===== src/srs_pkg.sv =====
// Purpose: constants for the switch reset and strap control block
// Assumes: 32-bit apb register bus, 250 MHz core clock
// Notes: register offsets are byte addresses
package srs_pkg;
  // register map (byte addresses)
  localparam logic [11:0] SRS_SWITCH_CONTROL_REG_OFF = 12'h000; // switch control
  localparam logic [11:0] SRS_STRAP_OFF = 12'h004; // latched straps, read only
  localparam logic [11:0] SRS_USLS_OFF = 12'h008; // upstream link status
  localparam logic [11:0] SRS_DSLS0_OFF = 12'h00c; // first downstream link status
  localparam int SRS_NUM_DS = 2; // downstream ports
  // field positions
  localparam int SRS_HALT_BIT = 0; // switch control: reset halt
  localparam int SRS_SCLK_BIT = 12; // link status: slot clock configuration
  localparam int SRS_ST_MODE_LSB = 0; // strap reg: switch mode [2:0]
  localparam int SRS_ST_SLOW_BIT = 3; // strap reg: smbus slow
  localparam int SRS_ST_CCUS_BIT = 4;
  localparam int SRS_ST_CCDS_BIT = 5;
  localparam int SRS_ST_HALT_BIT = 6; // strap reg: halt strap seen
  localparam int SRS_ST_STATE_LSB = 8; // strap reg: sequencer state [3:0]
  localparam int SRS_ST_RSVD_BIT = 12; // strap reg: reserved mode seen
  // switch mode codes
  localparam logic [2:0] SRS_MODE_NORMAL = 3'h0;
  localparam logic [2:0] SRS_MODE_EEPROM = 3'h1;
  // smbus rates and the cycles per half period of the bus clock
  localparam int SRS_CLK_MHZ = 250;
  localparam int SRS_SLOW_KHZ = 100;
  localparam int SRS_FAST_KHZ = 400;
  localparam logic [11:0] SRS_SLOW_HALF = 12'((SRS_CLK_MHZ * 1000) / (2 * SRS_SLOW_KHZ));
  localparam logic [11:0] SRS_FAST_HALF = 12'((SRS_CLK_MHZ * 1000) / (2 * SRS_FAST_KHZ));
  // reset procedure length in cycles
  localparam logic [7:0] SRS_RST_PROC_CYC = 8'h10;
  typedef enum logic [3:0] {
    SRS_ST_RESET = 4'h1, // fundamental reset held
    SRS_ST_PROC = 4'h2, // reset procedure running
    SRS_ST_HALTED = 4'h4, // halted, smbus alive
    SRS_ST_RUN = 4'h8 // normal operation
  } srs_state_t;
endpackage


===== src/srs_top.sv =====
// Purpose: fundamental reset, reset halt and strap sampling for a pcie switch
// Assumes: straps and reset pin synchronous to core_clk
// Notes: the halt bit is cleared by an smbus master writing switch control over apb
// Overview of operation
// - downstream slot clock bits load common-clock strap
// - upstream slot clock bit loads common-clock strap
// - slow strap gives 100 KHz, else 400 KHz
// - no register overrides master smbus speed
// - fundamental reset low holds all logic reset
// - halt strap stops after procedure, smbus alive
// - leaving halt only when halt bit cleared
// - decode switch mode strap, 2 to 7 reserved
//
// Decided for this implementation: the register addresses and the APB slave port.
`timescale 1ns/10ps
`default_nettype none
module srs_top
  import srs_pkg::*;
(
  input wire logic core_clk, // 250 MHz clock
  input wire logic rst, // synchronous reset, active high
  input wire logic fundamental_reset_n, // board fundamental reset, active low
  input wire logic reset_halt, // halt strap
  input wire logic [2:0] switch_mode_strap, // operating mode strap
  input wire logic master_smbus_slow_strap, // smbus slow strap
  input wire logic upstream_common_clock_strap, // upstream common clock
  input wire logic downstream_common_clock_strap, // downstream common clock
  input wire logic psel, // apb select
  input wire logic penable, // apb enable
  input wire logic pwrite, // apb direction
  input wire logic [11:0] paddr, // apb byte address
  input wire logic [31:0] pwdata, // apb write data
  output logic [31:0] prdata, // apb read data
  output logic pready, // apb ready
  output logic pslverr, // apb error
  output logic core_reset, // internal logic reset, active high
  output logic smbus_enable, // smbus interfaces alive
  output logic eeprom_init, // serial eeprom init requested
  output logic mode_reserved, // reserved mode strapped
  output logic smbus_clk_tick // master smbus half-period enable
);
  typedef struct packed {
    srs_state_t state;
    logic [7:0] proc_cnt;
    logic [2:0] mode;
    logic slow;
    logic cc_us;
    logic cc_ds;
    logic halt_strap;
    logic halt_bit;
    logic us_sclk;
    logic [SRS_NUM_DS-1:0] ds_sclk;
    logic [11:0] div_cnt;
    logic tick;
    logic [31:0] rdata;
    logic slverr;
    logic ack; // second access cycle, pready high
  } srs_regs_t;

  // sequencing in short:
  //   the fundamental reset pin low forces every register back to zero and
  //   parks the sequencer in the reset state, whatever was going on before.
  //   the first cycle with the pin high catches every strap into a flop;
  //   after that the strap pins are never looked at again, so a board that
  //   lets them wander after release cannot disturb a running switch.
  //   a fixed-length procedure follows; the smbus divider already runs
  //   during it, so that a halted switch can be reached over smbus.
  //   with the halt strap caught high the sequencer parks in the halted
  //   state until software clears the halt bit; it never goes back on its
  //   own, since a second halt needs another fundamental reset or rst.
  //
  // register access in short:
  //   every transfer takes one wait state. the first access cycle decodes
  //   the address and registers read data and the error flag; the second
  //   raises pready with both already standing in flops. a write lands at
  //   the edge that ends the second cycle, where the master samples pready.
  //   the trade is one extra cycle per access against a data path that
  //   leaves the block straight from flops, with no decode mux on prdata.

  srs_regs_t q_r;
  srs_regs_t q_nxt;
  logic wr_acc;
  logic rd_acc;
  logic acc_first;
  logic wr_bad;
  logic [11:0] half_cnt;
  logic [SRS_NUM_DS-1:0] ds_hit;

  // first access cycle decodes and registers the answer, second completes it
  assign acc_first = psel && penable && !q_r.ack;
  assign wr_acc = psel && penable && pwrite && q_r.ack;
  assign rd_acc = acc_first && !pwrite;
  // writes to unmapped words are refused; the strap word ignores writes quietly
  assign wr_bad = acc_first && pwrite && (paddr != SRS_SWITCH_CONTROL_REG_OFF) && (paddr != SRS_STRAP_OFF) &&
    (paddr != SRS_USLS_OFF) && !(|ds_hit);
  assign half_cnt = q_r.slow ? SRS_SLOW_HALF : SRS_FAST_HALF;

  // per downstream port address decode
  genvar gi;
  generate
    for (gi = 0; gi < SRS_NUM_DS; gi++) begin : g_ds
      assign ds_hit[gi] = (paddr == SRS_DSLS0_OFF + 12'(4 * gi));
    end
  endgenerate

  // next-state logic for sequencer, straps, registers and divider
  always_comb begin
    q_nxt = q_r;
    q_nxt.tick = 1'b0;
    q_nxt.ack = acc_first; // pready follows one cycle after the access starts
    unique case (q_r.state)
      SRS_ST_RESET: begin
        // strap values are caught at the first cycle after the pin releases
        if (fundamental_reset_n) begin
          q_nxt.mode = switch_mode_strap;
          q_nxt.slow = master_smbus_slow_strap;
          q_nxt.cc_us = upstream_common_clock_strap;
          q_nxt.cc_ds = downstream_common_clock_strap;
          q_nxt.halt_strap = reset_halt;
          q_nxt.halt_bit = reset_halt;
          q_nxt.us_sclk = upstream_common_clock_strap;
          q_nxt.ds_sclk = {SRS_NUM_DS{downstream_common_clock_strap}};
          q_nxt.proc_cnt = 8'h00;
          q_nxt.state = SRS_ST_PROC;
        end
      end
      SRS_ST_PROC: begin
        q_nxt.proc_cnt = q_r.proc_cnt + 8'h01;
        if (q_r.proc_cnt == SRS_RST_PROC_CYC - 8'h01) begin
          q_nxt.state = q_r.halt_bit ? SRS_ST_HALTED : SRS_ST_RUN;
        end
      end
      SRS_ST_HALTED: begin
        if (!q_r.halt_bit) begin
          q_nxt.state = SRS_ST_RUN;
        end
      end
      SRS_ST_RUN: begin
      end
    endcase
    // smbus clock divider runs in every state but reset, the procedure included
    if (q_r.state != SRS_ST_RESET) begin
      if (q_r.div_cnt >= half_cnt - 12'h001) begin
        q_nxt.div_cnt = 12'h000;
        q_nxt.tick = 1'b1;
      end else begin
        q_nxt.div_cnt = q_r.div_cnt + 12'h001;
      end
    end
    // register writes; the halt bit only clears, it cannot re-halt
    q_nxt.slverr = wr_bad;
    if (wr_acc) begin
      if (paddr == SRS_SWITCH_CONTROL_REG_OFF) begin
        if (!pwdata[SRS_HALT_BIT]) begin
          q_nxt.halt_bit = 1'b0;
        end
      end else if (paddr == SRS_USLS_OFF) begin
        q_nxt.us_sclk = pwdata[SRS_SCLK_BIT];
      end else if (|ds_hit) begin
        for (int i = 0; i < SRS_NUM_DS; i++) begin
          if (ds_hit[i]) begin
            q_nxt.ds_sclk[i] = pwdata[SRS_SCLK_BIT];
          end
        end
      end
    end
    // read data; strap register is read only so speed cannot be overridden
    if (rd_acc) begin
      q_nxt.rdata = 32'h0;
      if (paddr == SRS_SWITCH_CONTROL_REG_OFF) begin
        q_nxt.rdata[SRS_HALT_BIT] = q_r.halt_bit;
      end else if (paddr == SRS_STRAP_OFF) begin
        q_nxt.rdata[SRS_ST_MODE_LSB +: 3] = q_r.mode;
        q_nxt.rdata[SRS_ST_SLOW_BIT] = q_r.slow;
        q_nxt.rdata[SRS_ST_CCUS_BIT] = q_r.cc_us;
        q_nxt.rdata[SRS_ST_CCDS_BIT] = q_r.cc_ds;
        q_nxt.rdata[SRS_ST_HALT_BIT] = q_r.halt_strap;
        q_nxt.rdata[SRS_ST_STATE_LSB +: 4] = q_r.state;
        q_nxt.rdata[SRS_ST_RSVD_BIT] = (q_r.mode > SRS_MODE_EEPROM);
      end else if (paddr == SRS_USLS_OFF) begin
        q_nxt.rdata[SRS_SCLK_BIT] = q_r.us_sclk;
      end else if (|ds_hit) begin
        for (int i = 0; i < SRS_NUM_DS; i++) begin
          if (ds_hit[i]) begin
            q_nxt.rdata[SRS_SCLK_BIT] = q_r.ds_sclk[i];
          end
        end
      end else begin
        q_nxt.slverr = 1'b1;
      end
    end
    // pin low puts everything back into reset, straps released
    if (!fundamental_reset_n) begin
      q_nxt = '0;
      q_nxt.state = SRS_ST_RESET;
    end
  end

  // state register
  always_ff @(posedge core_clk) begin
    if (rst) begin
      q_r <= '0;
      q_r.state <= SRS_ST_RESET;
    end else begin
      q_r <= q_nxt;
    end
  end

  // apb answers in the second access cycle, with data and error from flops
  assign pready = q_r.ack;
  assign prdata = q_r.rdata;
  assign pslverr = q_r.slverr;
  assign core_reset = (q_r.state != SRS_ST_RUN);
  assign smbus_enable = (q_r.state == SRS_ST_HALTED) || (q_r.state == SRS_ST_RUN);
  assign eeprom_init = (q_r.state == SRS_ST_RUN) && (q_r.mode == SRS_MODE_EEPROM);
  assign mode_reserved = (q_r.state != SRS_ST_RESET) && (q_r.mode > SRS_MODE_EEPROM);
  assign smbus_clk_tick = q_r.tick;
endmodule
`default_nettype wire


===== config.mk =====
export PLATFORM = sky130hd
export DESIGN_NAME = srs_top
export DESIGN_NICKNAME = d
export VERILOG_FILES = /design/src/srs_pkg.sv /design/src/srs_top.sv
export SDC_FILE = /design/constraint.sdc
export NUM_CORES = 1
export LEC_CHECK = 0
export ABC_AREA = 0
export BUFFER_PORTS_ARGS = -buffer_cell sky130_fd_sc_hd__buf_2
export CAP_MARGIN = 20
export CORE_ASPECT_RATIO = 1.4
export CORE_MARGIN = 5
export CORE_UTILIZATION = 24
export DETAILED_ROUTE_END_ITERATION = 12
export PLACE_DENSITY = 0.49
export SLEW_MARGIN = 20
export SYNTH_ARGS = -nofsm -noshare
export SYNTH_HDL_FRONTEND = slang
export SYNTH_SLANG_ARGS = --single-unit

===== constraint.sdc =====
create_clock -name core_clk -period 2.62 [get_ports core_clk]
set_clock_uncertainty 0.05 [all_clocks]
set_input_delay 0.131 -clock core_clk [delete_from_list [all_inputs] [get_ports core_clk]]
set_output_delay 0.131 -clock core_clk [all_outputs]
set_load 0.005 [all_outputs]

==> results of run 1 <==
[flip-flops by register name (all words and copies together), names as in the netlist]
signal and count:
q_r 35, prdata 12, pready 1, pslverr 1, smbus_clk_tick 1
[area by class of cell]
cell class / count / area, um^2 / area share, %
Tap cell: 144 / 180 / 5.72
Timing Repair Buffer: 54 / 293 / 9.30
Clock buffer: 5 / 125 / 3.97
Multi-Input combinational cell: 242 / 1490 / 47.3
Clock inverter: 3 / 45.0 / 1.43
Sequential cell: 50 / 1000 / 31.8
Inverter: 4 / 15.0 / 0.477
[kinds of logic (layout without fill, tap and decap cells)]
group	after synthesis	in the layout
other cells	1	20
xor+xnor	8	8
simple gates	135	135
fa+ha+maj	9	9
buf+inv	52	66
mux	5	5
compound gates	65	65
flops	50	50
[worst paths after layout]
| check | startpoint | endpoint | slack, ns | depth (start not counted) |
|---|---|---|---|---|
| setup reg to reg | q_r[54]$_SDFFE_PP0P_ | q_r[43]$_SDFFE_PP0N_ | 0.34 | 7 |
| setup / recovery | q_r[54]$_SDFFE_PP0P_ | q_r[43]$_SDFFE_PP0N_ | 0.34 | 7 |
| hold / removal | switch_mode_strap[2] | q_r[57]$_SDFFE_PP0P_ | 0.02 | 3 |
| hold reg to reg | q_r[51]$_SDFFE_PP0P_ | q_r[51]$_SDFFE_PP0P_ | 0.42 | 2 |
[critical path, delay by kind of cell (launching register included)]
| family | cells | cell delay [ns] |
|---|---|---|
| AO/OA/AOI/OAI | 4 | 1.02 |
| adder cells (fa/ha/maj) | 1 | 0.30 |
| buffers and inverters | 2 | 0.36 |
| flip-flops | 1 | 0.47 |
[report_power, final]
group	switching, uW	internal, uW
logic	89.5	49.7
clock network	296	451
registers	12.6	771
[cell usage in the layout, fill, tap and decap left out, types with 3 or more instances in the layout]
cell,Yosys,routed
clkbuf_16,0,5
o21ai_0,8,8
o21a_1,3,3
a21oi_1,12,12
a21oi_2,4,4
a22oi_1,3,3
nand3b_1,3,3
mux2i_1,4,4
nor2_1,35,35
xnor2_1,4,4
nand3_1,8,8
buf_4,33,9
nand2_1,37,37
xor2_1,4,4
or4_1,3,3
or3_1,4,4
ha_1,9,9
a32oi_1,10,10
dfxtp_1,50,50
nor4_1,6,6
nand2b_1,4,4
a31oi_1,4,4
a21o_1,5,5
and3_1,4,4
nand4_1,7,7
buf_2,8,45
inv_1,4,4
nor3_1,7,7
o31ai_1,4,4
conb_1,1,20
[routing by layer]
layer	vias to the layer above	part of all wire [%]
li1	1190	-
met1	1129	42
met2	43	54
met3	4	3.1
met4	0	0.62
met5	-	0
[per-stage QoR]
step                      total power [uW]  setup WS (ns)  area, um^2
after CTS                             1690          0.317        3150
after global placement                 938          0.376        2980
final                                 1670          0.344        3150
after detailed placement               940          0.336        2980
after global routing                  1740          0.118        3150
after floorplan                        903          0.569        2820
==> flow_metrics.env, run 1 <==
export IMPL_top_usage_layer="met2"
export IMPL_start_util_pct=24.4
export IMPL_finalSetupViolations=0
export IMPL_fin_cells=502
export IMPL_ir_worst_vdd_mv=0.229
export IMPL_vias_per_cell=4.71
export IMPL_grtUsageMet2_pct=19.7
export IMPL_hp_class="in2reg"
export IMPL_dp_hpwl_mm=5.34
export IMPL_power_per_cell_area_nw_per_um2=530
export IMPL_yosys_warnings=0
export IMPL_vias=2366
export IMPL_synth_compound_area_share_pct=16.8
export IMPL_ioPinCount=96
export IMPL_seq_area_frac_synth_pct=36.4
export IMPL_nFillCells=1260
export IMPL_cts_setup_buffers=0
export IMPL_whs_ns=0.0215
export IMPL_synth_ff_type="dfxtp_1"
export IMPL_synth_xor_area_share_pct=2.55
export IMPL_drc=0
export IMPL_die_w_um=100
export IMPL_tns_ns=0
export IMPL_avgRoutedWirePerCell_um=14.4
export IMPL_rsz0062_at_grt="false"
export IMPL_ys_async_sr_fraction_pct=0
export IMPL_grt_pass1_vias=2305
export IMPL_drv_cap=0
export IMPL_synth_commonest_cells="dfxtp_1, nand2_1, nor2_1"
export IMPL_maxSlewViolCount=0
export IMPL_crit_path_cell_trace="inv_1 > ha_1 > a21o_1 > a2111oi_0 > o221ai_1 > buf_4 > a21oi_1"
export IMPL_ant_nets=0
export IMPL_syn_area_um2=2750
export IMPL_cts_hold_buffers=0
export IMPL_fin_crit_sh_pct=86.9
export IMPL_power_leakage_uw=0.00121
export IMPL_cts_sinks=50
export IMPL_place_congestion=0.821
export IMPL_yosys_area_share_simple_pct=26.2
export IMPL_cpMaxStageDelayCell="a2111oi_0"
export IMPL_synth_avg_cell_area_um2=8.46
export IMPL_grtUsageMet3_pct=1.78
export IMPL_overflow=0
export IMPL_core_um2=11300
export IMPL_synth_area_top_cells="dfxtp_1, buf_4, nand2_1, nor2_1, ha_1"
export IMPL_yosysUniqueCellTypes=59
export IMPL_startpoint_type="register"
export IMPL_max_slew_margin_pct=57.0
export IMPL_antenna_cells=0
export IMPL_first_pass_iters=4
export IMPL_die_area_um2=13700
export IMPL_tightest_slew_ns=0.643
export IMPL_grt_pass1_wl_mm=11.8
export IMPL_post_cts_resized=0
export IMPL_synthCells=325
export IMPL_port_buffers=45
export IMPL_synthAdderAreaFrac_pct=4.10
export IMPL_max_stage_delay_ns=0.53
export IMPL_cts_tree="done"
export IMPL_worstSetupPathType="reg2reg"
export IMPL_grt_usage_pct=10.6
export IMPL_nets=423
export IMPL_synth_seq_cells=50
export IMPL_grt_start_max_net_pins=33
export IMPL_cp_arrival_ns=2.45
export IMPL_max_freq_ghz=0.439
export IMPL_drive_above_1_share_pct=20.9
export IMPL_cp_max_fo=12
export IMPL_cts_buffer_depth=2
export IMPL_cp_required_ns=2.79
export IMPL_clk_pin_slew_ns=0.07
export IMPL_dp_cells=494
export IMPL_insertion_delay_ns=0.29
export IMPL_htreeDepth=2
export IMPL_rows=46
export IMPL_worstSetupEndpointType="register"
export IMPL_drt_total_wl_mm=7.24
export IMPL_synth_top_family_by_area="simple AND/OR/NAND/NOR gates"
export IMPL_synth_top_cell_area_share_pct=36.4
export IMPL_cts_inserted_buffers=5
export IMPL_fp_dieH_um=137
export IMPL_synthMuxAreaShare_pct=1.87
export IMPL_yosys_area_top_type="dfxtp_1"
export IMPL_area_growth_pct=14.6
export IMPL_final_util_pct=27.9
export IMPL_period_minus_slack_ns=2.28
export IMPL_outcome="finished, final reports clean"
export IMPL_yosysMostFrequentCell="dfxtp_1"
export IMPL_met1_usage_pct=12.5
export IMPL_dr_first_iter_drc_count=147
export IMPL_antenna_found_initial=0
export IMPL_hold_viol_final=0
export IMPL_synth_edf_count=0
export IMPL_root_buffer="clkbuf_16"
Power figures use the tool's default switching activity.
==> inputs of run 2 (changes only) <==
==> constraint.sdc (replaced) <==
create_clock -name core_clk -period 2.3 [get_ports core_clk]
set_clock_uncertainty 0.05 [all_clocks]
set_input_delay 0.115 -clock core_clk [delete_from_list [all_inputs] [get_ports core_clk]]
set_output_delay 0.115 -clock core_clk [all_outputs]
set_load 0.005 [all_outputs]
==> run 2 against run 1 <==
Net effect:
- wire length is 2.0% lower
- sequential power is 14% higher
- power is 13% higher
- via count is 0.55% higher
- largest cell class unchanged
- first-iteration DRC count is 12% lower
- maximum frequency is 14% higher
- cell count is 0.40% higher
- utilization is 0.078 points higher
- non-clock buffer count is 2 higher
==> flow_metrics.env, run 2 (same netlist as run 1, synthesis figures left out) <==
export IMPL_outcome="finished, final reports clean"
export IMPL_worstSetupPathType="reg2reg"
export IMPL_dr_first_iter_drc_count=130
export IMPL_power_per_cell_area_nw_per_um2=595
export IMPL_root_buffer="clkbuf_16"
export IMPL_mostFrequentLayoutCell="dfxtp_1"
export IMPL_overflow=0
export IMPL_fp_dieH_um=137
export IMPL_regMostFlops="q_r"
export IMPL_die_w_um=100
export IMPL_dp_hpwl_mm=5.41
export IMPL_hp_class="in2reg"
export IMPL_port_buffers=45
export IMPL_whs_ns=0.00954
export IMPL_r2r_cells=7
export IMPL_worstHoldStart="switch_mode_strap[0]"
export IMPL_ioPinCount=96
export IMPL_drive_above_1_share_pct=20.8
export IMPL_regArea_um2=1000
export IMPL_cp_required_ns=2.47
export IMPL_total_power_uw=1880
export IMPL_tightest_slew_ns=0.714
export IMPL_vias=2379
export IMPL_cts_inserted_buffers=5
export IMPL_grt_pass1_wl_mm=11.5
export IMPL_crit_family="compound AO/OA/AOI/OAI gates"
export IMPL_drt_total_wl_mm=7.10
export IMPL_rsz0062_at_grt="false"
export IMPL_start_util_pct=24.4
export IMPL_finalSetupViolations=0
export IMPL_multi_input_area_um2=1490
export IMPL_r2r_end="q_r[44]$_SDFFE_PP0N_"
export IMPL_cts_buffer_depth=2
export IMPL_cts_hold_buffers=0
export IMPL_clk_pin_slew_ns=0.07
export IMPL_core_um2=11300
export IMPL_ir_worst_vdd_mv=0.291
export IMPL_min_to="q_r[55]$_SDFFE_PP0P_"
export IMPL_place_area_um2=2990
export IMPL_final_area_um2=3160
export IMPL_die_area_um2=13700
export IMPL_cpMaxStageDelayCell="a2111oi_1"
export IMPL_rrSetupSlack_ns=0.30
export IMPL_startpoint_type="register"
export IMPL_cts_tree="done"
export IMPL_nets=425
export IMPL_final_cell_mix="dfxtp_1, buf_2, nand2_1"
export IMPL_ant_nets=0
export IMPL_worstSetupEndpointType="register"
export IMPL_nFillCells=1266
export IMPL_largest_reg_flops=35
export IMPL_antenna_cells=0
export IMPL_whs_path_depth=3
export IMPL_drc=0
export IMPL_grt_start_max_net_pins=32
export IMPL_first_pass_iters=4
export IMPL_cts_sinks=50
export IMPL_max_freq_ghz=0.500
export IMPL_drv_cap=0
export IMPL_avgRoutedWirePerCell_um=14.1
export IMPL_crit_path_cell_trace="inv_1 > ha_1 > a21o_1 > a2111oi_1 > o221ai_1 > buf_4 > a21oi_1"
export IMPL_period_minus_slack_ns=2.00
export IMPL_insertion_delay_ns=0.29
export IMPL_htreeDepth=2
export IMPL_hold_viol_final=0
export IMPL_max_slew_margin_pct=52.3
export IMPL_rows=46
export IMPL_post_cts_resized=0
export IMPL_vias_per_cell=4.72
export IMPL_power_leakage_uw=0.00122
export IMPL_grt_pass1_vias=2349
export IMPL_rr_startpoint="q_r[54]$_SDFFE_PP0P_"
export IMPL_cp_arrival_ns=2.17
export IMPL_maxSlewViolCount=0
export IMPL_area_growth_pct=14.9
export IMPL_cts_setup_buffers=0
export IMPL_grt_usage_pct=10.5
export IMPL_tns_ns=0
export IMPL_final_util_pct=28.0
export IMPL_fin_crit_sh_pct=86.9
export IMPL_max_stage_delay_ns=0.50
export IMPL_place_congestion=0.753
export IMPL_path_buf_inv=2
export IMPL_antenna_found_initial=0
export IMPL_cp_max_fo=12
==> run 2: final cells by class <==
cell class,instances,share of cell area (%)
Multi-Input combinational cell,242,47.2
Sequential cell,50,31.7
Timing Repair Buffer,56,9.75
Tap cell,144,5.71
Clock buffer,7,4.20
Clock inverter,1,0.951
Inverter,4,0.475
==> run 2: how the worst max path moves through the flow <==
stage	endpoint	slack [ns]	cells past startpoint	start
after global routing	q_r[37]$_SDFFE_PP0N_	0.08	7	q_r[54]$_SDFFE_PP0P_
after detailed placement	q_r[44]$_SDFFE_PP0N_	0.15	7	q_r[54]$_SDFFE_PP0P_
final	q_r[44]$_SDFFE_PP0N_	0.30	7	q_r[54]$_SDFFE_PP0P_
after global placement	q_r[44]$_SDFFE_PP0N_	0.21	7	q_r[54]$_SDFFE_PP0P_
after CTS	q_r[44]$_SDFFE_PP0N_	0.15	7	q_r[54]$_SDFFE_PP0P_
after floorplan	q_r[36]$_SDFFE_PP0N_	0.25	7	q_r[54]$_SDFFE_PP0P_
==> run 2: power by group <==
part / leakage (uW) / internal [uW] / total, uW / switching, uW
sequential: 0.000405 / 878 / 889 / 11.0
clock: 0.0000781 / 515 / 828 / 314
combinational: 0.000736 / 58.8 / 161 / 102
==> run 2: worst min-delay path: cells and delay by family <==
family,cells,cell delay (ns)
AO/OA/AOI/OAI,1,0.05
AND/OR/NAND/NOR,1,0.05
buffers and inverters,1,0.09
==> run 2: metal layers <==
layer  up-vias  wire length (um)  global-route usage, %  share of wire, %
met4         0               110                   3.30               1.5
met1      1136              2790                   11.2                39
met2        40              3980                   20.2                56
li1       1194                 -                      -                 -
met5         -                 0                      0                 0
met3         9               211                   2.09               3.0
==> run 2: metrics by stage <==
| stage | setup WS [ns] | instances |
|---|---|---|
| 5_1_grt | 0.0811 | 504 |
| 2_1_floorplan | 0.249 | 344 |
| 4_1_cts | 0.146 | 504 |
| 3_5_place_dp | 0.154 | 496 |
| 6_report | 0.301 | 504 |
| 3_3_place_gp | 0.207 | 496 |
